File: src/dma_pkg.sv
package dma_pkg;
  localparam int ADDR_W = 16;
  localparam int DATA_W = 16;
  localparam int WREG_N = 16;
  localparam int WIDX_W = 4;
  localparam int NEAR_W = 13;
  localparam logic [15:0] SPECIAL_FUNCTION_REGISTER_TOP = 16'h07ff;
  localparam logic [15:0] SPECIAL_FUNCTION_REGISTER_IMPL_BASE = 16'h0000;
  localparam logic [15:0] SPECIAL_FUNCTION_REGISTER_IMPL_TOP = 16'h007f;
  localparam logic [15:0] INC_BYTE = 16'h0001;
  localparam logic [15:0] INC_WORD = 16'h0002;
  localparam logic [15:0] WREG_RST = 16'h0000;

  typedef enum logic [1:0] {
    DMA_AM_INDIRECT = 2'b00,
    DMA_AM_POSTINC = 2'b01,
    DMA_AM_NEAR = 2'b10,
    DMA_AM_MOVE = 2'b11
  } dma_amode_t;

  typedef enum logic [2:0] {
    DMA_OP_NONE = 3'b000,
    DMA_OP_READ = 3'b001,
    DMA_OP_WRITE = 3'b010,
    DMA_OP_SEXT = 3'b011,
    DMA_OP_ZEXT = 3'b100
  } dma_op_t;
endpackage

File: src/dma_access.sv
`timescale 1ns/1ns
`default_nettype none
module dma_access
(
  input wire logic i_clk_sys, // Core clock
  input wire logic i_rst_n, // Async reset, active low
  input wire logic i_req, // Access request, one cycle
  input wire logic [2:0] i_op, // dma_op_t operation
  input wire logic [1:0] i_amode, // dma_amode_t addressing
  input wire logic i_byte, // 1 = byte size, 0 = word
  input wire logic [3:0] i_wreg_idx, // Data working register
  input wire logic [3:0] i_src_idx, // Pointer working register
  input wire logic [15:0] i_direct, // Direct address field
  input wire logic [15:0] i_mem_rdata, // Word from data memory
  input wire logic i_special_function_register_impl, // Addressed register exists
  output logic [15:0] o_mem_addr, // Word address to RAM
  output logic [1:0] o_mem_we, // Lane write strobes
  output logic [15:0] o_mem_wdata, // Write data
  output logic o_mem_re, // Read strobe
  output logic [15:0] o_rdata, // Read data, low byte for bytes
  output logic o_done, // Instruction finished
  output logic o_addr_trap // Address error trap, pulse
);
  typedef enum logic [1:0] {
    DMA_ST_IDLE = 2'b00,
    DMA_ST_DATA = 2'b01,
    DMA_ST_TRAP = 2'b10
  } dma_state_t;

  dma_state_t state_r, state_nxt;
  logic [15:0] addr_r, addr_nxt;
  logic [15:0] mem_addr_r, mem_addr_nxt;
  logic [1:0] mem_we_r, mem_we_nxt;
  logic [15:0] mem_wdata_r, mem_wdata_nxt;
  logic mem_re_r, mem_re_nxt;
  logic [15:0] rdata_r, rdata_nxt;
  logic done_r, done_nxt;
  logic trap_r, trap_nxt;
  logic misal_r, misal_nxt;
  logic byte_r, byte_nxt;
  logic [2:0] op_r, op_nxt;
  logic [3:0] widx_r, widx_nxt;
  logic [3:0] ridx;
  logic [15:0] rf_rdata, rf_ddata, ptr, eff_addr;
  logic [3:0] rf_widx;
  logic [1:0] rf_we;
  logic [15:0] rf_wdata;
  logic [15:0] sel;

  function automatic logic [1:0] lane_mask(input logic is_byte, input logic lsb);
    if (!is_byte)
    begin
      lane_mask = 2'b11;
    end
    else if (lsb)
    begin
      lane_mask = 2'b10;
    end
    else
    begin
      lane_mask = 2'b01;
    end
  endfunction

  function automatic logic in_special_function_register(input logic [15:0] a);
    in_special_function_register = (a <= dma_pkg::SPECIAL_FUNCTION_REGISTER_TOP);
  endfunction

  dma_wreg_file u_wreg
  (
    .i_clk_sys(i_clk_sys),
    .i_rst_n(i_rst_n),
    .i_widx(rf_widx),
    .i_we(rf_we),
    .i_wdata(rf_wdata),
    .i_ridx(ridx),
    .i_didx(i_wreg_idx),
    .o_rdata(rf_rdata),
    .o_ddata(rf_ddata)
  );

  assign ridx = i_src_idx;
  assign ptr = rf_rdata;

  // Effective address per mode
  always_comb
  begin
    if (i_amode == dma_pkg::DMA_AM_NEAR)
    begin
      eff_addr = {3'h0, i_direct[dma_pkg::NEAR_W-1:0]};
    end
    else if (i_amode == dma_pkg::DMA_AM_MOVE)
    begin
      eff_addr = i_direct;
    end
    else
    begin
      eff_addr = ptr;
    end
  end

  // Main sequence and register file writes
  always_comb
  begin
    state_nxt = state_r;
    addr_nxt = addr_r;
    mem_addr_nxt = mem_addr_r;
    mem_we_nxt = 2'b00;
    mem_wdata_nxt = mem_wdata_r;
    mem_re_nxt = 1'b0;
    rdata_nxt = rdata_r;
    done_nxt = 1'b0;
    trap_nxt = 1'b0;
    misal_nxt = misal_r;
    byte_nxt = byte_r;
    op_nxt = op_r;
    widx_nxt = widx_r;
    rf_widx = i_src_idx;
    rf_we = 2'b00;
    rf_wdata = 16'h0000;
    sel = 16'h0000;
    case (state_r)
      DMA_ST_IDLE:
      begin
        if (i_req)
        begin
          op_nxt = i_op;
          byte_nxt = i_byte;
          widx_nxt = i_wreg_idx;
          addr_nxt = eff_addr;
          misal_nxt = !i_byte && eff_addr[0];
          if (i_op == dma_pkg::DMA_OP_SEXT)
          begin
            rf_widx = i_src_idx;
            rf_we = 2'b10;
            rf_wdata = {{8{ptr[7]}}, 8'h00};
            done_nxt = 1'b1;
          end
          else if (i_op == dma_pkg::DMA_OP_ZEXT)
          begin
            rf_widx = i_src_idx;
            rf_we = 2'b10;
            rf_wdata = 16'h0000;
            done_nxt = 1'b1;
          end
          else if (i_op != dma_pkg::DMA_OP_NONE)
          begin
            mem_addr_nxt = {eff_addr[15:1], 1'b0};
            mem_re_nxt = (i_op == dma_pkg::DMA_OP_READ);
            if (i_op == dma_pkg::DMA_OP_WRITE && (i_byte || !eff_addr[0]))
            begin
              mem_we_nxt = lane_mask(i_byte, eff_addr[0]);
            end
            mem_wdata_nxt = i_byte ? {rf_ddata[7:0], rf_ddata[7:0]} : rf_ddata;
            if (i_amode == dma_pkg::DMA_AM_POSTINC)
            begin
              rf_widx = i_src_idx;
              rf_we = 2'b11;
              rf_wdata = ptr + (i_byte ? dma_pkg::INC_BYTE : dma_pkg::INC_WORD);
            end
            state_nxt = DMA_ST_DATA;
          end
        end
      end
      DMA_ST_DATA:
      begin
        if (op_r == dma_pkg::DMA_OP_READ)
        begin
          if (in_special_function_register(addr_r) && !i_special_function_register_impl)
          begin
            sel = 16'h0000;
          end
          else
          begin
            sel = i_mem_rdata;
          end
          if (byte_r)
          begin
            rdata_nxt = {8'h00, addr_r[0] ? sel[15:8] : sel[7:0]};
            rf_widx = widx_r;
            rf_we = 2'b01;
            rf_wdata = rdata_nxt;
          end
          else
          begin
            rdata_nxt = sel;
            rf_widx = widx_r;
            rf_we = 2'b11;
            rf_wdata = sel;
          end
        end
        done_nxt = 1'b1;
        state_nxt = misal_r ? DMA_ST_TRAP : DMA_ST_IDLE;
      end
      DMA_ST_TRAP:
      begin
        trap_nxt = 1'b1;
        misal_nxt = 1'b0;
        state_nxt = DMA_ST_IDLE;
      end
      default:
      begin
        state_nxt = DMA_ST_IDLE;
      end
    endcase
  end

  always_ff @(posedge i_clk_sys or negedge i_rst_n)
  begin
    if (!i_rst_n)
    begin
      state_r <= DMA_ST_IDLE;
      addr_r <= 16'h0000;
      mem_addr_r <= 16'h0000;
      mem_we_r <= 2'b00;
      mem_wdata_r <= 16'h0000;
      mem_re_r <= 1'b0;
      rdata_r <= 16'h0000;
      done_r <= 1'b0;
      trap_r <= 1'b0;
      misal_r <= 1'b0;
      byte_r <= 1'b0;
      op_r <= 3'h0;
      widx_r <= 4'h0;
    end
    else
    begin
      state_r <= state_nxt;
      addr_r <= addr_nxt;
      mem_addr_r <= mem_addr_nxt;
      mem_we_r <= mem_we_nxt;
      mem_wdata_r <= mem_wdata_nxt;
      mem_re_r <= mem_re_nxt;
      rdata_r <= rdata_nxt;
      done_r <= done_nxt;
      trap_r <= trap_nxt;
      misal_r <= misal_nxt;
      byte_r <= byte_nxt;
      op_r <= op_nxt;
      widx_r <= widx_nxt;
    end
  end

  assign o_mem_addr = mem_addr_r;
  assign o_mem_we = mem_we_r;
  assign o_mem_wdata = mem_wdata_r;
  assign o_mem_re = mem_re_r;
  assign o_rdata = rdata_r;
  assign o_done = done_r;
  assign o_addr_trap = trap_r;

  // Checks
  a_trap_after_done: assert property (@(posedge i_clk_sys) disable iff (!i_rst_n)
    $rose(o_addr_trap) |-> $past(o_done))
    else $error("trap not after done");
  a_misal_word_trap: assert property (@(posedge i_clk_sys) disable iff (!i_rst_n)
    (state_r == DMA_ST_IDLE && i_req && !i_byte && eff_addr[0]
     && (i_op == dma_pkg::DMA_OP_READ || i_op == dma_pkg::DMA_OP_WRITE))
    |-> ##3 o_addr_trap)
    else $error("misaligned word gave no trap");
  a_byte_no_trap: assert property (@(posedge i_clk_sys) disable iff (!i_rst_n)
    (state_r == DMA_ST_IDLE && i_req && i_byte) |-> ##3 !o_addr_trap)
    else $error("byte access trapped");
  a_write_suppress: assert property (@(posedge i_clk_sys) disable iff (!i_rst_n)
    (state_r == DMA_ST_IDLE && i_req && !i_byte && eff_addr[0]) |=> o_mem_we == 2'b00)
    else $error("misaligned write not suppressed");
  a_byte_lane: assert property (@(posedge i_clk_sys) disable iff (!i_rst_n)
    (state_r == DMA_ST_IDLE && i_req && i_byte && i_op == dma_pkg::DMA_OP_WRITE)
    |=> o_mem_we == ($past(eff_addr[0]) ? 2'b10 : 2'b01))
    else $error("wrong byte lane");
  a_word_even_addr: assert property (@(posedge i_clk_sys) disable iff (!i_rst_n)
    o_mem_re |-> !o_mem_addr[0])
    else $error("word address odd");
  a_byte_read_low: assert property (@(posedge i_clk_sys) disable iff (!i_rst_n)
    (state_r == DMA_ST_DATA && byte_r && op_r == dma_pkg::DMA_OP_READ)
    |=> o_rdata[15:8] == 8'h00 && o_rdata[7:0] == (addr_r[0] ? $past(sel[15:8]) : $past(sel[7:0])))
    else $error("byte read wrong");
  a_postinc_step: assert property (@(posedge i_clk_sys) disable iff (!i_rst_n)
    (state_r == DMA_ST_IDLE && i_req && i_amode == dma_pkg::DMA_AM_POSTINC
     && (i_op == dma_pkg::DMA_OP_READ || i_op == dma_pkg::DMA_OP_WRITE))
    |-> rf_wdata == ptr + (i_byte ? 16'h0001 : 16'h0002) && rf_we == 2'b11)
    else $error("post-increment wrong");
  a_sext_upper: assert property (@(posedge i_clk_sys) disable iff (!i_rst_n)
    (state_r == DMA_ST_IDLE && i_req && i_op == dma_pkg::DMA_OP_SEXT)
    |-> rf_we == 2'b10 && rf_wdata[15:8] == {8{ptr[7]}})
    else $error("sign extend wrong");
  a_zext_upper: assert property (@(posedge i_clk_sys) disable iff (!i_rst_n)
    (state_r == DMA_ST_IDLE && i_req && i_op == dma_pkg::DMA_OP_ZEXT)
    |-> rf_we == 2'b10 && rf_wdata[15:8] == 8'h00)
    else $error("zero extend wrong");
  a_near_mask: assert property (@(posedge i_clk_sys) disable iff (!i_rst_n)
    (i_amode == dma_pkg::DMA_AM_NEAR) |-> eff_addr[15:13] == 3'h0)
    else $error("near address out of range");
  c_misal_trap: cover property (@(posedge i_clk_sys) disable iff (!i_rst_n) o_addr_trap);
  c_byte_read: cover property (@(posedge i_clk_sys) disable iff (!i_rst_n)
    state_r == DMA_ST_DATA && byte_r && addr_r[0]);
  c_word_write: cover property (@(posedge i_clk_sys) disable iff (!i_rst_n) o_mem_we == 2'b11);
  c_sext: cover property (@(posedge i_clk_sys) disable iff (!i_rst_n)
    i_req && i_op == dma_pkg::DMA_OP_SEXT && ptr[7]);
endmodule // dma_access
`default_nettype wire

File: src/dma_wreg_file.sv
`timescale 1ns/1ns
`default_nettype none
module dma_wreg_file
(
  input wire logic i_clk_sys, // Core clock
  input wire logic i_rst_n, // Async reset
  input wire logic [3:0] i_widx, // Register index
  input wire logic [1:0] i_we, // Lane write strobes
  input wire logic [15:0] i_wdata, // Write data
  input wire logic [3:0] i_ridx, // Read index
  input wire logic [3:0] i_didx, // Data read index
  output logic [15:0] o_rdata, // Read data
  output logic [15:0] o_ddata // Data read data
);
  logic [15:0] wreg_r [dma_pkg::WREG_N];
  logic [15:0] wreg_nxt [dma_pkg::WREG_N];

  genvar g;
  generate
    for (g = 0; g < dma_pkg::WREG_N; g++)
    begin : g_reg
      always_comb
      begin
        wreg_nxt[g] = wreg_r[g];
        if (i_widx == 4'(g) && i_we[0])
        begin
          wreg_nxt[g][7:0] = i_wdata[7:0];
        end
        if (i_widx == 4'(g) && i_we[1])
        begin
          wreg_nxt[g][15:8] = i_wdata[15:8];
        end
      end
      always_ff @(posedge i_clk_sys or negedge i_rst_n)
      begin
        if (!i_rst_n)
        begin
          wreg_r[g] <= dma_pkg::WREG_RST;
        end
        else
        begin
          wreg_r[g] <= wreg_nxt[g];
        end
      end
    end
  endgenerate

  assign o_rdata = wreg_r[i_ridx];
  // Second port: store data is read while the pointer is read
  assign o_ddata = wreg_r[i_didx];
endmodule // dma_wreg_file
`default_nettype wire

File: config.mk
export PLATFORM = sky130hd
export DESIGN_NAME = dma_access
export DESIGN_NICKNAME = d
export VERILOG_FILES = /design/src/dma_pkg.sv /design/src/dma_access.sv /design/src/dma_wreg_file.sv
export SDC_FILE = /design/constraint.sdc
export NUM_CORES = 1
export LEC_CHECK = 0
export BUFFER_PORTS_ARGS = -buffer_cell sky130_fd_sc_hd__buf_2
export CAP_MARGIN = 10
export CORE_MARGIN = 1
export CORE_UTILIZATION = 40
export DETAILED_ROUTE_END_ITERATION = 6
export SLEW_MARGIN = 15
export SYNTH_ARGS = -nofsm -noshare
export SYNTH_HDL_FRONTEND = slang
export SYNTH_SLANG_ARGS = --single-unit
File: constraint.sdc
create_clock -name i_clk_sys -period 8.07 [get_ports i_clk_sys]
set_input_delay 1.614 -clock i_clk_sys [delete_from_list [all_inputs] [get_ports i_clk_sys]]
set_output_delay 1.614 -clock i_clk_sys [all_outputs]
set_load 0.05 [all_outputs]
# Word level (Yosys, flattened, before mapping)
# Index checks and enable logic that the tools add are counted.
[classes]
div_mod_pow = 0
n_mux = 56
order_cmp = 3
bitwise_logic = 4
eq_ne = 29
shifts = 0
reduce_logical = 48
n_mul = 0
add_sub_neg = 1
[op_table]
columns = ["cell", "count"]
rows = [
  ["16-bit two-way mux", 15],
  ["16-bit binary-select mux with 4-bit select", 2],
  ["2-bit two-way mux", 21],
  ["1-bit logical AND", 35],
  ["4-bit == test (second input constant)", 8],
  ["16-bit one-hot mux with 2 select lines", 1],
  ["16-bit by 2-bit adder with 16-bit output", 1],
  ["4-bit by 3-bit == test with 1-bit output (second input constant)", 4],
  ["16-bit by 11-bit <= comparator with 1-bit output (second input constant)", 1],
  ["5-bit >= comparator (second input constant)", 2],
  ["1-bit two-way mux", 10],
  ["4-bit NOT with 5-bit output", 2],
  ["4-bit by 2-bit == test with 1-bit output (second input constant)", 2],
  ["4-bit two-way mux", 2],
  ["8-bit two-way mux", 1],
  ["2-bit != test (second input constant)", 4],
  ["2-bit one-hot mux with 2 select lines", 2],
  ["2-bit == test (second input constant)", 3],
  ["3-bit by 1-bit == test with 1-bit output (second input constant)", 2],
  ["3-bit by 2-bit == test with 1-bit output (second input constant)", 2],
  ["2-bit AND reduction", 3],
  ["5-bit AND reduction", 1],
  ["2-bit by 1-bit == test with 1-bit output (second input constant)", 2],
  ["4-bit by 1-bit == test with 1-bit output (second input constant)", 1],
  ["other kinds (10)", 14],
]
[word_totals]
reg_bits = 335
ramBits = 0
n_memories = 0
input_bits = 50
latch_bits = 0
elab_cells = 186
output_inout_bits = 53
rom_bits = 0

# Logic depth before layout (Yosys ltp)
# Gate-level depths: netlist (run 1).
[depth]
ltp_word = 15
ltp_mapped = 19
mapped_depth_nobuf = 11

# Cells and area by module
# From an unflattened synthesis (run 1), not the netlist that was laid out.
[hier_totals]
cells_unflattened = 1214
area_unflattened_um2 = 17201.5
[by_module_without_submodules]
columns = ["module", "seq_area_each_um2", "area_per_inst_um2", "n_inst", "cells_each"]
rows = [
  ["dma_wreg_file", 6406.1, 13736.9, 1, 856],
  ["dma_access", 1726.7, 3464.6, 1, 358],
]

# Least setup slack after synthesis (run 1)
# OpenSTA, ideal clock, no wires.
[synth_path]
path_kind = "input to register"
start = "input i_src_idx[0]"
end = "register u_wreg.wreg_r[107] in the netlist's numbering"
setup_slack_ps = 2324
setup_ps = 78
t_required_ps = 7992
stages = 19
path_buffers = 8
t_arrival_ps = 5668
path_cell_list = "buf_6 buf_12 buf_12 buf_8 buf_6 buf_4 mux4_2 mux4_2 ha_1 a21oi_1 nor2_1 or4b_1 a21boi_1 nand4_1 or4_1 and4_1 buf_2 buf_6 a21oi_1"
[synth_via]
elab_chain_cells = 11
elab_cells_between_ends = 15
classes_between = "add/sub: 1; eq/ne: 1; mux: 11; bitwise: 1; reduce/logical: 1"
[synth_lines]
columns = ["item", "line_no", "text"]
rows = [
  ["start: declaration", "dma_access.sv:12", "input wire logic [3:0] i_src_idx,"],
  ["4-bit NOT with 5-bit output (not written as such)", "dma_wreg_file.sv:48", "assign o_rdata = wreg_r[i_ridx];"],
  ["16-bit binary-select mux with 4-bit select", "dma_wreg_file.sv:48", ""],
  ["16-bit two-way mux (not written as such) (2 in series)", "dma_wreg_file.sv:48", ""],
  ["16-bit by 2-bit adder with 16-bit output", "dma_access.sv:159", "rf_wdata = ptr + (i_byte ? dma_pkg::INC_BYTE : dma_pkg::INC_WORD);"],
  ["16-bit two-way mux", "dma_access.sv:155", "if (i_amode == dma_pkg::DMA_AM_POSTINC)"],
  ["16-bit two-way mux", "dma_access.sv:146", "else if (i_op != dma_pkg::DMA_OP_NONE)"],
  ["16-bit two-way mux", "dma_access.sv:139", "else if (i_op == dma_pkg::DMA_OP_ZEXT)"],
  ["16-bit two-way mux", "dma_access.sv:132", "if (i_op == dma_pkg::DMA_OP_SEXT)"],
  ["16-bit two-way mux", "dma_access.sv:125", "if (i_req)"],
  ["16-bit one-hot mux with 2 select lines", "dma_access.sv:122", "case (state_r)"],
  ["end signal: indexed assignment", "dma_wreg_file.sv:38", "wreg_r[g] <= dma_pkg::WREG_RST;"],
  ["end signal: indexed assignment", "dma_wreg_file.sv:42", "wreg_r[g] <= wreg_nxt[g];"],
  ["end: declaration", "dma_wreg_file.sv:15", "logic [15:0] wreg_r [dma_pkg::WREG_N];"],
]
# Several ways; a longest one is shown, not always the timed one. The select of a mux whose other input is x is not followed.
# A chain may end at the register's enable or synchronous reset.

# Worst setup path after layout (run 1)
[layout_path]
start = "input i_src_idx[0]"
end = "register u_wreg.wreg_r[109] in the netlist's numbering"
# Same word-level chain as after synthesis.

==> results of run 1 <==
==> metrics by stage <==
| step | total power, mW | instances | worst slack, ns |
|---|---|---|---|
| after floorplan | 3.06 | 1533 | 2.32 |
| after global placement | 3.41 | 2082 | 2.01 |
| after detailed placement | 3.45 | 2082 | 1.92 |
| after CTS | 5.15 | 2148 | 2.48 |
| after global routing | 5.35 | 2149 | 2.20 |
| final | 5.13 | 2149 | 2.39 |
==> cell usage after synthesis (4+ instances only) <==
cell | instances | area share
a211oi_1 | 5 | 0.0022
a21o_1 | 9 | 0.0040
a21oi_1 | 123 | 0.036
a22o_1 | 5 | 0.0026
a22oi_1 | 9 | 0.0040
a31oi_1 | 27 | 0.010
and2_1 | 4 | 0.0015
buf_1 | 6 | 0.0013
buf_2 | 8 | 0.0024
buf_4 | 13 | 0.0058
buf_6 | 7 | 0.0047
clkbuf_1 | 77 | 0.017
dfrtp_1 | 325 | 0.48
inv_1 | 8 | 0.0018
mux2_2 | 38 | 0.025
mux2i_1 | 28 | 0.017
mux4_1 | 24 | 0.037
mux4_2 | 113 | 0.15
nand2_1 | 269 | 0.060
nand3_1 | 28 | 0.0083
nand3b_1 | 4 | 0.0018
nand4_1 | 7 | 0.0026
nor2_1 | 158 | 0.035
nor2b_1 | 10 | 0.0037
nor3b_1 | 4 | 0.0018
nor4_1 | 6 | 0.0022
o21ai_0 | 144 | 0.043
xnor2_1 | 6 | 0.0031
==> kinds of logic after synthesis <==
group / Yosys count / synth area share
xor+xnor: 9 / 0.00466
other cells: 1 / 0.000222
fa+ha+maj: 3 / 0.00266
flops: 325 / 0.481
buf+inv: 127 / 0.0384
mux: 203 / 0.230
simple gates: 519 / 0.130
compound gates: 346 / 0.113
==> worst max-delay path: stages <==
cell      delay (ns)
buf_4           0.58
mux4_2          0.59
mux4_2          0.56
ha_1            0.30
a21oi_1         0.10
nor2_1          0.08
or4b_1          0.48
a21boi_1        0.17
nand4_1         0.23
o211a_1         0.29
nor3_2          0.84
a21oi_1         0.17
==> final timing paths <==
| check | slack, ns | to | startpoint | cells past startpoint |
|---|---|---|---|---|
| setup / recovery | 2.39 | u_wreg.wreg_r[109]$_DFFE_PN0P_ | i_src_idx[0] | 12 |
| hold / removal | 0.47 | o_mem_wdata[4]$_DFFE_PN0P_ | o_mem_wdata[4]$_DFFE_PN0P_ | 2 |
| setup reg to reg | 3.76 | u_wreg.wreg_r[109]$_DFFE_PN0P_ | u_wreg.wreg_r[177]$_DFFE_PN0P_ | 11 |
| hold reg to reg | 0.47 | o_mem_wdata[4]$_DFFE_PN0P_ | o_mem_wdata[4]$_DFFE_PN0P_ | 2 |
| max in group asynchronous | 5.55 | state_r[0]$_DFFE_PN0P_ | i_rst_n | 3 |
| min in group asynchronous | 1.11 | u_wreg.wreg_r[80]$_DFFE_PN0P_ | i_rst_n | 1 |
==> registers in the layout, summed over array words and instances, names as in the netlist, 2 cells and up <==
signal         flops
widx_r             4
o_mem_wdata       16
u_wreg.wreg_r    256
o_rdata           16
o_mem_addr        15
state_r            2
addr_r             6
op_r               3
o_mem_we           2
==> power breakdown <==
part / switching [mW] / internal [mW] / leakage, nW / total, mW
Clock: 0.693 / 0.997 / 0.597 / 1.69
Sequential: 0.240 / 1.95 / 4.30 / 2.19
Combinational: 0.750 / 0.495 / 3.60 / 1.24
==> final cells by class <==
| cell class | count | share of cell area |
|---|---|---|
| Tap cell | 532 | 0.0350 |
| Clock inverter | 9 | 0.00487 |
| Timing Repair Buffer | 134 | 0.0417 |
| Sequential cell | 325 | 0.428 |
| Clock buffer | 57 | 0.0591 |
| Inverter | 11 | 0.00217 |
| Multi-Input combinational cell | 1081 | 0.429 |
==> layer usage <==
layer | up-vias | global-route usage | share of wire
met2 | 561 | 0.379 | 0.46
met1 | 6444 | 0.338 | 0.42
met4 | 2 | 0.0986 | 0.040
li1 | 5686 | - | -
met5 | - | 0 | 0.00025
met3 | 127 | 0.0519 | 0.083
==> placed cells by master (no fill, tap or decap), types with 4 or more instances in the layout <==
master / count
buf_4: 33
clkbuf_16: 39
nand4_1: 7
clkbuf_1: 10
buf_2: 98
a21oi_1: 117
a31oi_1: 27
nor4_1: 6
nand2_1: 269
o21ai_0: 143
mux4_2: 113
mux2_2: 38
and2_1: 4
mux4_1: 24
a21oi_2: 6
nor3b_1: 4
dfrtp_1: 325
xnor2_1: 6
a22o_1: 5
nand3b_1: 4
a211oi_1: 5
mux2i_1: 28
a21o_1: 9
nor2_1: 158
a22oi_1: 9
clkbuf_8: 8
nand3_1: 28
inv_1: 8
nor2b_1: 10
clkinv_4: 4
==> impl_metrics.json, run 1 <==
{
  "vias": 12800,
  "cp.arrival_ns": 6.05,
  "first_pass_iters": 5,
  "fmax_ghz": 0.176,
  "dpl_cell_area_um2": 17800,
  "synth_ff_type": "dfrtp_1",
  "via_per_inst": 5.97,
  "finalHoldViolations": 0,
  "hp-class": "flip-flop to flip-flop",
  "worst-setup-path-type": "primary input to flip-flop",
  "cts_tree": "yes",
  "port_buffers": 101,
  "ctsLongestPathBuffers": 3,
  "clk_latency_ns": 0.55,
  "synth_nets": 1586,
  "setup_tns_ns": 0,
  "root_buffer": "clkbuf_16",
  "die_h_um": 208,
  "fin_area_um2": 19000,
  "avgSynthCellArea_um2": 11.0,
  "hold_buffers": 0,
  "ys_seq_elements": 325,
  "totalWireLength_um": 52200,
  "clk_pin_slew_worst_paths_ns": 0.06,
  "cap_violations": 0,
  "tightest_slew_ns": 1.21,
  "drc_errors": 0,
  "finalCritPeriodShare": 0.704,
  "endpoint_kind": "flip-flop",
  "powerDensity_nw_per_um2": 270,
  "multi_input_area_um2": 8160,
  "yosys_warnings": 0,
  "period_needed_ns": 5.68,
  "antenna_found_initial": 2,
  "antenna_cells": 0,
  "ant_nets": 0,
  "fill_cells": 3798,
  "cts.sinks": 325,
  "skew_ns": 0.0147,
  "slew_violations": 0,
  "utilization": 0.460,
  "ys_seq_area_frac": 0.481,
  "hpwl_um": 35500,
  "ys_types": 66,
  "die_area_um2": 43100,
  "cts_buffers": 38,
  "syn_inst": 1533,
  "required_ns": 8.44,
  "ir_drop_uv": 138,
  "grt_max_degree": 144,
  "core_area_um2": 41300,
  "finalNetCount": 1644,
  "grt_usage": 0.245,
  "cts_setup_buffers": 0,
  "drt_iter0_markers": 1322,
  "htreeDepth": 2,
  "globalRoute.totalOverflow": 0,
  "relSlewSlack": 0.194,
  "num_rows": 74,
  "worstSetupStartpointType": "primary input",
  "syn-cell-area_um2": 16900,
  "final_layout_size_suffix_gt1_frac": 0.221,
  "setup_violations": 0,
  "routabilityCongestion": 0.919,
  "die-width_um": 208,
  "start_util": 0.409,
  "grt_pass1_wl_um": 79900,
  "synth_edf_count": 0,
  "hold_ws_ns": 0.469,
  "register_area_um2": 8130,
  "crit_path_max_fanout": 45,
  "syn_to_final_growth_pct": 12.4,
  "grt_setup_unrepaired": "false",
  "grt_pass1_vias": 12500,
  "post_drt_wl_per_cell_um": 24.3,
  "ys_async_sr_fraction": 1.00,
  "cts_resized": 0,
  "io_pins": 103,
  "leakage_nw": 8.50,
  "status": "completed"
}
Note: power is estimated with default switching activity, not from simulation.
==> inputs of run 2 (changes only) <==
==> constraint.sdc (replaced) <==
create_clock -name i_clk_sys -period 5.14 [get_ports i_clk_sys]
set_input_delay 1.028 -clock i_clk_sys [delete_from_list [all_inputs] [get_ports i_clk_sys]]
set_output_delay 1.028 -clock i_clk_sys [all_outputs]
set_load 0.05 [all_outputs]
==> impl_metrics.json, run 2 (synthesized netlist as in run 1, its figures left out) <==
{
  "via_per_inst": 5.93,
  "leakage_nw": 8.70,
  "post_drt_wl_per_cell_um": 23.9,
  "layout_commonest_cell": "dfrtp_1",
  "fill_cells": 3750,
  "antenna_found_initial": 1,
  "core_area_um2": 41300,
  "vias": 13000,
  "first_pass_iters": 6,
  "cp-startpoint": "i_src_idx[0]",
  "crit_cells": 14,
  "cts_resized": 0,
  "status": "completed",
  "hold_buffers": 0,
  "cts.sinks": 325,
  "port_buffers": 101,
  "cts_tree": "yes",
  "ff2ff_setup_slack_ns": 1.29,
  "slew_violations": 0,
  "num_rows": 74,
  "r2r_start": "u_wreg.wreg_r[129]$_DFFE_PN0P_",
  "crit_chain": "buf_4 > mux4_2 > mux4_2 > ha_1 > a21oi_1 > nor2_1 > or4b_1 > a21boi_1 > nand4_1 > buf_4 > o211a_1 > nor3_2 > buf_4 > a21oi_1",
  "finalCritPeriodShare": 0.799,
  "finalHoldViolations": 0,
  "cp.arrival_ns": 4.52,
  "relSlewSlack": 0.267,
  "syn_to_final_growth_pct": 14.3,
  "regMostFlops": "u_wreg.wreg_r",
  "preCtsSetupSlack_ns": 0.542,
  "drc_errors": 0,
  "required_ns": 5.56,
  "fmax_ghz": 0.244,
  "io_pins": 103,
  "r2r_cells": 13,
  "cts_setup_buffers": 0,
  "r2r_end": "u_wreg.wreg_r[45]$_DFFE_PN0P_",
  "hold_ws_ns": 0.469,
  "grt_util_met3": 0.0493,
  "final_layout_size_suffix_gt1_frac": 0.237,
  "use_met1": 0.340,
  "largest_reg_flops": 256,
  "hp-class": "flip-flop to flip-flop",
  "start_util": 0.409,
  "worstSetupStartpointType": "primary input",
  "routabilityCongestion": 0.897,
  "skew_ns": 0.0207,
  "use_met2": 0.390,
  "worst-setup-path-type": "primary input to flip-flop",
  "totalWireLength_um": 52400,
  "power_mw": 8.06,
  "crit_path_max_fanout": 16,
  "cp-endpoint": "u_wreg.wreg_r[45]$_DFFE_PN0P_",
  "period_needed_ns": 4.10,
  "cts_buffers": 37,
  "grt_usage": 0.247,
  "grt_setup_unrepaired": "false",
  "hpwl_um": 35400,
  "critical_path.max_stage_delay_ns": 0.58,
  "endpoint_kind": "flip-flop",
  "root_buffer": "clkbuf_16",
  "die-width_um": 208,
  "tightest_slew_ns": 1.10,
  "critical_path_buf_inv_count": 3,
  "htreeDepth": 2,
  "die_h_um": 208,
  "grt_max_degree": 120,
  "ant_nets": 0,
  "drt_iter0_markers": 1337,
  "antenna_cells": 0,
  "ir_drop_uv": 195,
  "final_cell_mix": "dfrtp_1, nand2_1, nor2_1",
  "cp_slowest_cell": "mux4_2",
  "finalNetCount": 1685,
  "cap_violations": 0,
  "setup_violations": 0,
  "path_delay_family": "multiplexers",
  "grt.busiest_layer": "met2",
  "grt_pass1_wl_um": 81000,
  "die_area_um2": 43100,
  "clk_pin_slew_worst_paths_ns": 0.06,
  "timing.final.ws_setup_ns": 1.04,
  "ctsLongestPathBuffers": 3,
  "setup_tns_ns": 0,
  "clk_latency_ns": 0.55,
  "grt_pass1_vias": 12700,
  "powerDensity_nw_per_um2": 417,
  "cpMostUsedCell": "buf_4",
  "globalRoute.totalOverflow": 0
}
run 2: cell types whose count changed in the layout (fill, tap and decap cells not counted), moves of 3 or more:
| cell | change |
|---|---|
| a21oi_2 | -6 |
| buf_12 | +3 |
| a21oi_1 | +6 |
| clkinv_2 | +4 |
| buf_4 | +39 |
| clkinv_4 | -4 |
| clkbuf_1 | -3 |
run 2: worst min path at each step:
stage	cells past startpoint	slack, ns	from	endpoint
after floorplan	2	0.44	op_r[0]$_DFFE_PN0P_	op_r[0]$_DFFE_PN0P_
after global placement	2	0.45	o_mem_wdata[4]$_DFFE_PN0P_	o_mem_wdata[4]$_DFFE_PN0P_
after detailed placement	2	0.46	o_mem_wdata[3]$_DFFE_PN0P_	o_mem_wdata[3]$_DFFE_PN0P_
after CTS	2	0.47	o_mem_wdata[3]$_DFFE_PN0P_	o_mem_wdata[3]$_DFFE_PN0P_
after global routing	2	0.49	o_mem_addr[14]$_DFFE_PN0P_	o_mem_addr[14]$_DFFE_PN0P_
final	2	0.47	o_mem_wdata[6]$_DFFE_PN0P_	o_mem_wdata[6]$_DFFE_PN0P_
run 2: routing by layer:
| metal | share of wire | wire (um) |
|---|---|---|
| met3 | 0.076 | 3970 |
| met1 | 0.42 | 22100 |
| met4 | 0.033 | 1710 |
| met5 | 0.00025 | 13 |
| met2 | 0.47 | 24500 |
run 2: area by class of cell:
type,count,area (um^2),share of cell area
sequential,325,8130,0.421
multi-input combinational,1081,8120,0.421
timing repair buffer,176,1150,0.0593
clock buffer,51,1050,0.0543
tap,532,666,0.0345
clock inverter,12,161,0.00835
inverter,11,41.3,0.00214
run 2: tightest hold or removal path: stages (launching register included):
cell	delay [ns]
dfrtp_1	0.34
nand2_1	0.05
nand2_1	0.05
run 2: through the flow:
step / cell area [um^2] / cells / utilization
after global placement: 18100 / 2125 / 0.439
after CTS: 19300 / 2188 / 0.468
after global routing: 19300 / 2188 / 0.468
after detailed placement: 18100 / 2125 / 0.439
after floorplan: 16900 / 1533 / -
final: 19300 / 2188 / 0.468
run 2: power breakdown:
part | switching [mW] | total [mW] | internal (mW)
combinational | 1.17 | 1.96 | 0.792
sequential | 0.375 | 3.44 | 3.06
clock | 1.08 | 2.66 | 1.58
==> inputs of run 3 (changes only) <==
--- a/config.mk
+++ b/config.mk
@@ -5,6 +5,7 @@
 export SDC_FILE = /design/constraint.sdc
 export NUM_CORES = 1
 export LEC_CHECK = 0
+export ABC_AREA = 1
 export BUFFER_PORTS_ARGS = -buffer_cell sky130_fd_sc_hd__buf_2
 export CAP_MARGIN = 10
 export CORE_MARGIN = 1
==> constraint.sdc (replaced) <==
create_clock -name i_clk_sys -period 4.03 [get_ports i_clk_sys]
set_input_delay 0.806 -clock i_clk_sys [delete_from_list [all_inputs] [get_ports i_clk_sys]]
set_output_delay 0.806 -clock i_clk_sys [all_outputs]
set_load 0.05 [all_outputs]
==> impl_metrics.json, run 3 <==
{
  "status": "completed",
  "clk_latency_ns": 0.54,
  "regMostFlops": "u_wreg.wreg_r",
  "r2r_start": "state_r[1]$_DFFE_PN0P_",
  "hold_buffers": 0,
  "synthTopCellsByArea": "dfrtp_1, nand2_1, o21ai_0",
  "synth_nets": 2620,
  "synth_ff_type": "dfrtp_1",
  "setup_tns_ns": 0,
  "finalCritPeriodShare": 0.816,
  "yosys_warnings": 0,
  "syn_inst": 2567,
  "drt_iter0_markers": 1984,
  "port_buffers": 101,
  "final_cell_mix": "nand2_1, dfrtp_1, o21ai_0",
  "crit_cells": 20,
  "post_drt_wl_per_cell_um": 19.8,
  "synthAdderAreaFrac": 0.00244,
  "cpMostUsedCell": "nand3_1",
  "worstSetupStartpointType": "primary input",
  "cts.sinks": 325,
  "die_area_um2": 47000,
  "powerDensity_nw_per_um2": 510,
  "cap_violations": 0,
  "setup_violations": 0,
  "ys_seq_area_frac": 0.441,
  "drc_errors": 0,
  "grt_pass1_vias": 17300,
  "final_layout_size_suffix_gt1_frac": 0.131,
  "period_needed_ns": 3.29,
  "synth_top_family_by_area": "simple AND/OR/NAND/NOR gates",
  "clk_pin_slew_worst_paths_ns": 0.06,
  "ant_nets": 0,
  "start_util": 0.406,
  "cp_slowest_cell": "fa_1",
  "ys_types": 38,
  "slew_violations": 0,
  "grt_pass1_wl_um": 101000,
  "synth_xor_area_frac": 0.000950,
  "yosysTopAreaCellShare": 0.441,
  "grt_max_degree": 113,
  "io_pins": 103,
  "fmax_ghz": 0.304,
  "cts_setup_buffers": 0,
  "top_layer_used": "met4",
  "routabilityCongestion": 0.902,
  "antenna_cells": 0,
  "syn_to_final_growth_pct": 13.7,
  "cts_buffers": 37,
  "cp-startpoint": "i_src_idx[1]",
  "synth_compound_area_frac": 0.160,
  "synth_edf_count": 0,
  "avgSynthCellArea_um2": 7.18,
  "skew_ns": 0.0147,
  "totalWireLength_um": 64600,
  "crit_path_max_fanout": 16,
  "ys_seq_elements": 325,
  "critical_path_buf_inv_count": 4,
  "antenna_found_initial": 0,
  "ctsLongestPathBuffers": 3,
  "wl_met1_um": 28000,
  "cts_resized": 0,
  "path_delay_family": "simple AND/OR/NAND/NOR gates",
  "leakage_nw": 10.2,
  "synth_most_common_cell": "nand2_1",
  "ys_async_sr_fraction": 1.00,
  "tightest_slew_ns": 0.974,
  "r2r_cells": 10,
  "die-width_um": 217,
  "critical_path.max_stage_delay_ns": 0.43,
  "cts_tree": "yes",
  "yosysTopAreaCell": "dfrtp_1",
  "hp-class": "primary input to asynchronous set/reset pin",
  "ir_drop_uv": 390,
  "grt_usage": 0.278,
  "root_buffer": "clkbuf_16",
  "grt_setup_unrepaired": "false",
  "synth_mux_area_frac": 0.0140,
  "vias": 18000,
  "num_rows": 78,
  "preCtsSetupSlack_ns": 0.263,
  "worst-setup-path-type": "primary input to flip-flop",
  "synth_commonest_cells": "nand2_1, dfrtp_1, o21ai_0, nand3_1, inv_1",
  "globalRoute.totalOverflow": 0,
  "yosys.area_share.simple": 0.282,
  "wl_met2_um": 29000,
  "layout_commonest_cell": "nand2_1",
  "required_ns": 4.42,
  "timing.final.ws_setup_ns": 0.743,
  "ff2ff_setup_slack_ns": 0.95,
  "syn-cell-area_um2": 18400,
  "first_pass_iters": 6,
  "crit_chain": "buf_2 > inv_2 > a21oi_1 > o21ai_0 > nand3_1 > nand3_1 > nand2_1 > ha_1 > inv_1 > fa_1 > inv_1 > nand3_1 > nor2_2 > nand3_1 > nand3_1 > nand2_1 > nand2_1 > nand2_2 > nand2_1 > o21ai_0",
  "endpoint_kind": "flip-flop",
  "hpwl_um": 42100,
  "finalHoldViolations": 0,
  "r2r_end": "u_wreg.wreg_r[159]$_DFFE_PN0P_",
  "largest_reg_flops": 256,
  "relSlewSlack": 0.350,
  "core_area_um2": 45400,
  "finalNetCount": 2687,
  "cp-endpoint": "u_wreg.wreg_r[168]$_DFFE_PN0P_",
  "cp.arrival_ns": 3.68,
  "route.met3.wl_um": 5070,
  "via_per_inst": 5.51,
  "die_h_um": 217,
  "htreeDepth": 2
}
run 3: cell count changes in the layout (fill, tap and decap cells not counted), moves of 17 or more:
cell	previous run	this run
nand3_1	28	274
mux4_2	113	0
mux2i_1	28	0
a31oi_1	27	2
o21ai_1	2	40
nand2_1	269	799
mux4_1	24	0
o21ai_0	144	315
nor2_1	158	99
inv_1	8	246
nor2_2	0	17
o211ai_1	1	30
inv_2	1	21
mux2_2	38	20
run 3: area by class of cell:
cell class | count | area (um^2)
clock buffer | 57 | 1160
clock inverter | 10 | 104
fill | 4590 | 24400
inverter | 272 | 1020
multi-input combinational | 1818 | 8490
sequential | 325 | 8130
tap | 600 | 751
timing repair buffer | 180 | 1310
run 3: worst min path at each step:
| stage | cells past startpoint | slack (ns) | endpoint | startpoint |
|---|---|---|---|---|
| detailed placement | 2 | 0.46 | o_mem_addr[14]$_DFFE_PN0P_ | o_mem_addr[14]$_DFFE_PN0P_ |
| global route | 1 | 0.40 | u_wreg.wreg_r[34]$_DFFE_PN0P_ | i_rst_n |
| finish | 1 | 0.32 | u_wreg.wreg_r[34]$_DFFE_PN0P_ | i_rst_n |
| floorplan | 2 | 0.45 | widx_r[3]$_DFFE_PN0P_ | widx_r[3]$_DFFE_PN0P_ |
| global placement | 2 | 0.46 | o_rdata[6]$_DFFE_PN0P_ | o_rdata[6]$_DFFE_PN0P_ |
| CTS | 1 | 0.42 | u_wreg.wreg_r[3]$_DFFE_PN0P_ | i_rst_n |
run 3: power breakdown:
| group | switching, mW | total [mW] | leakage, nW | internal (mW) |
|---|---|---|---|---|
| combinational | 2.04 | 2.86 | 5.62 | 0.819 |
| sequential | 0.334 | 4.29 | 3.96 | 3.96 |
| clock | 1.43 | 3.54 | 0.634 | 2.12 |
run 3: logic make-up after synthesis:
| family | Yosys count |
|---|---|
| AOI/OAI and AO/OA | 551 |
| xor gates and xnor gates | 2 |
| adders and majority gates | 3 |
| buffers and inverters | 424 |
| DFF | 325 |
| muxes | 23 |
| other | 1 |
| and+or+nand+nor | 1238 |
run 3: through the flow:
| stage | total power [mW] | cells | utilization | instance area [um^2] | hold WS, ns |
|---|---|---|---|---|---|
| after CTS | 10.7 | 3262 | 0.462 | 21000 | 0.416 |
| after global routing | 11.2 | 3262 | 0.462 | 21000 | 0.398 |
| after global placement | 7.11 | 3195 | 0.434 | 19700 | 0.461 |
| after detailed placement | 7.16 | 3195 | 0.434 | 19700 | 0.461 |
| final | 10.7 | 3262 | 0.462 | 21000 | 0.320 |
| after floorplan | 6.31 | 2567 | - | 18400 | 0.448 |
run 3: layer usage:
| metal | vias up | GRT usage |
|---|---|---|
| met5 | - | 0 |
| met4 | 0 | 0.113 |
| met3 | 150 | 0.0379 |
| met2 | 837 | 0.430 |
| met1 | 8559 | 0.391 |
| li1 | 8434 | - |
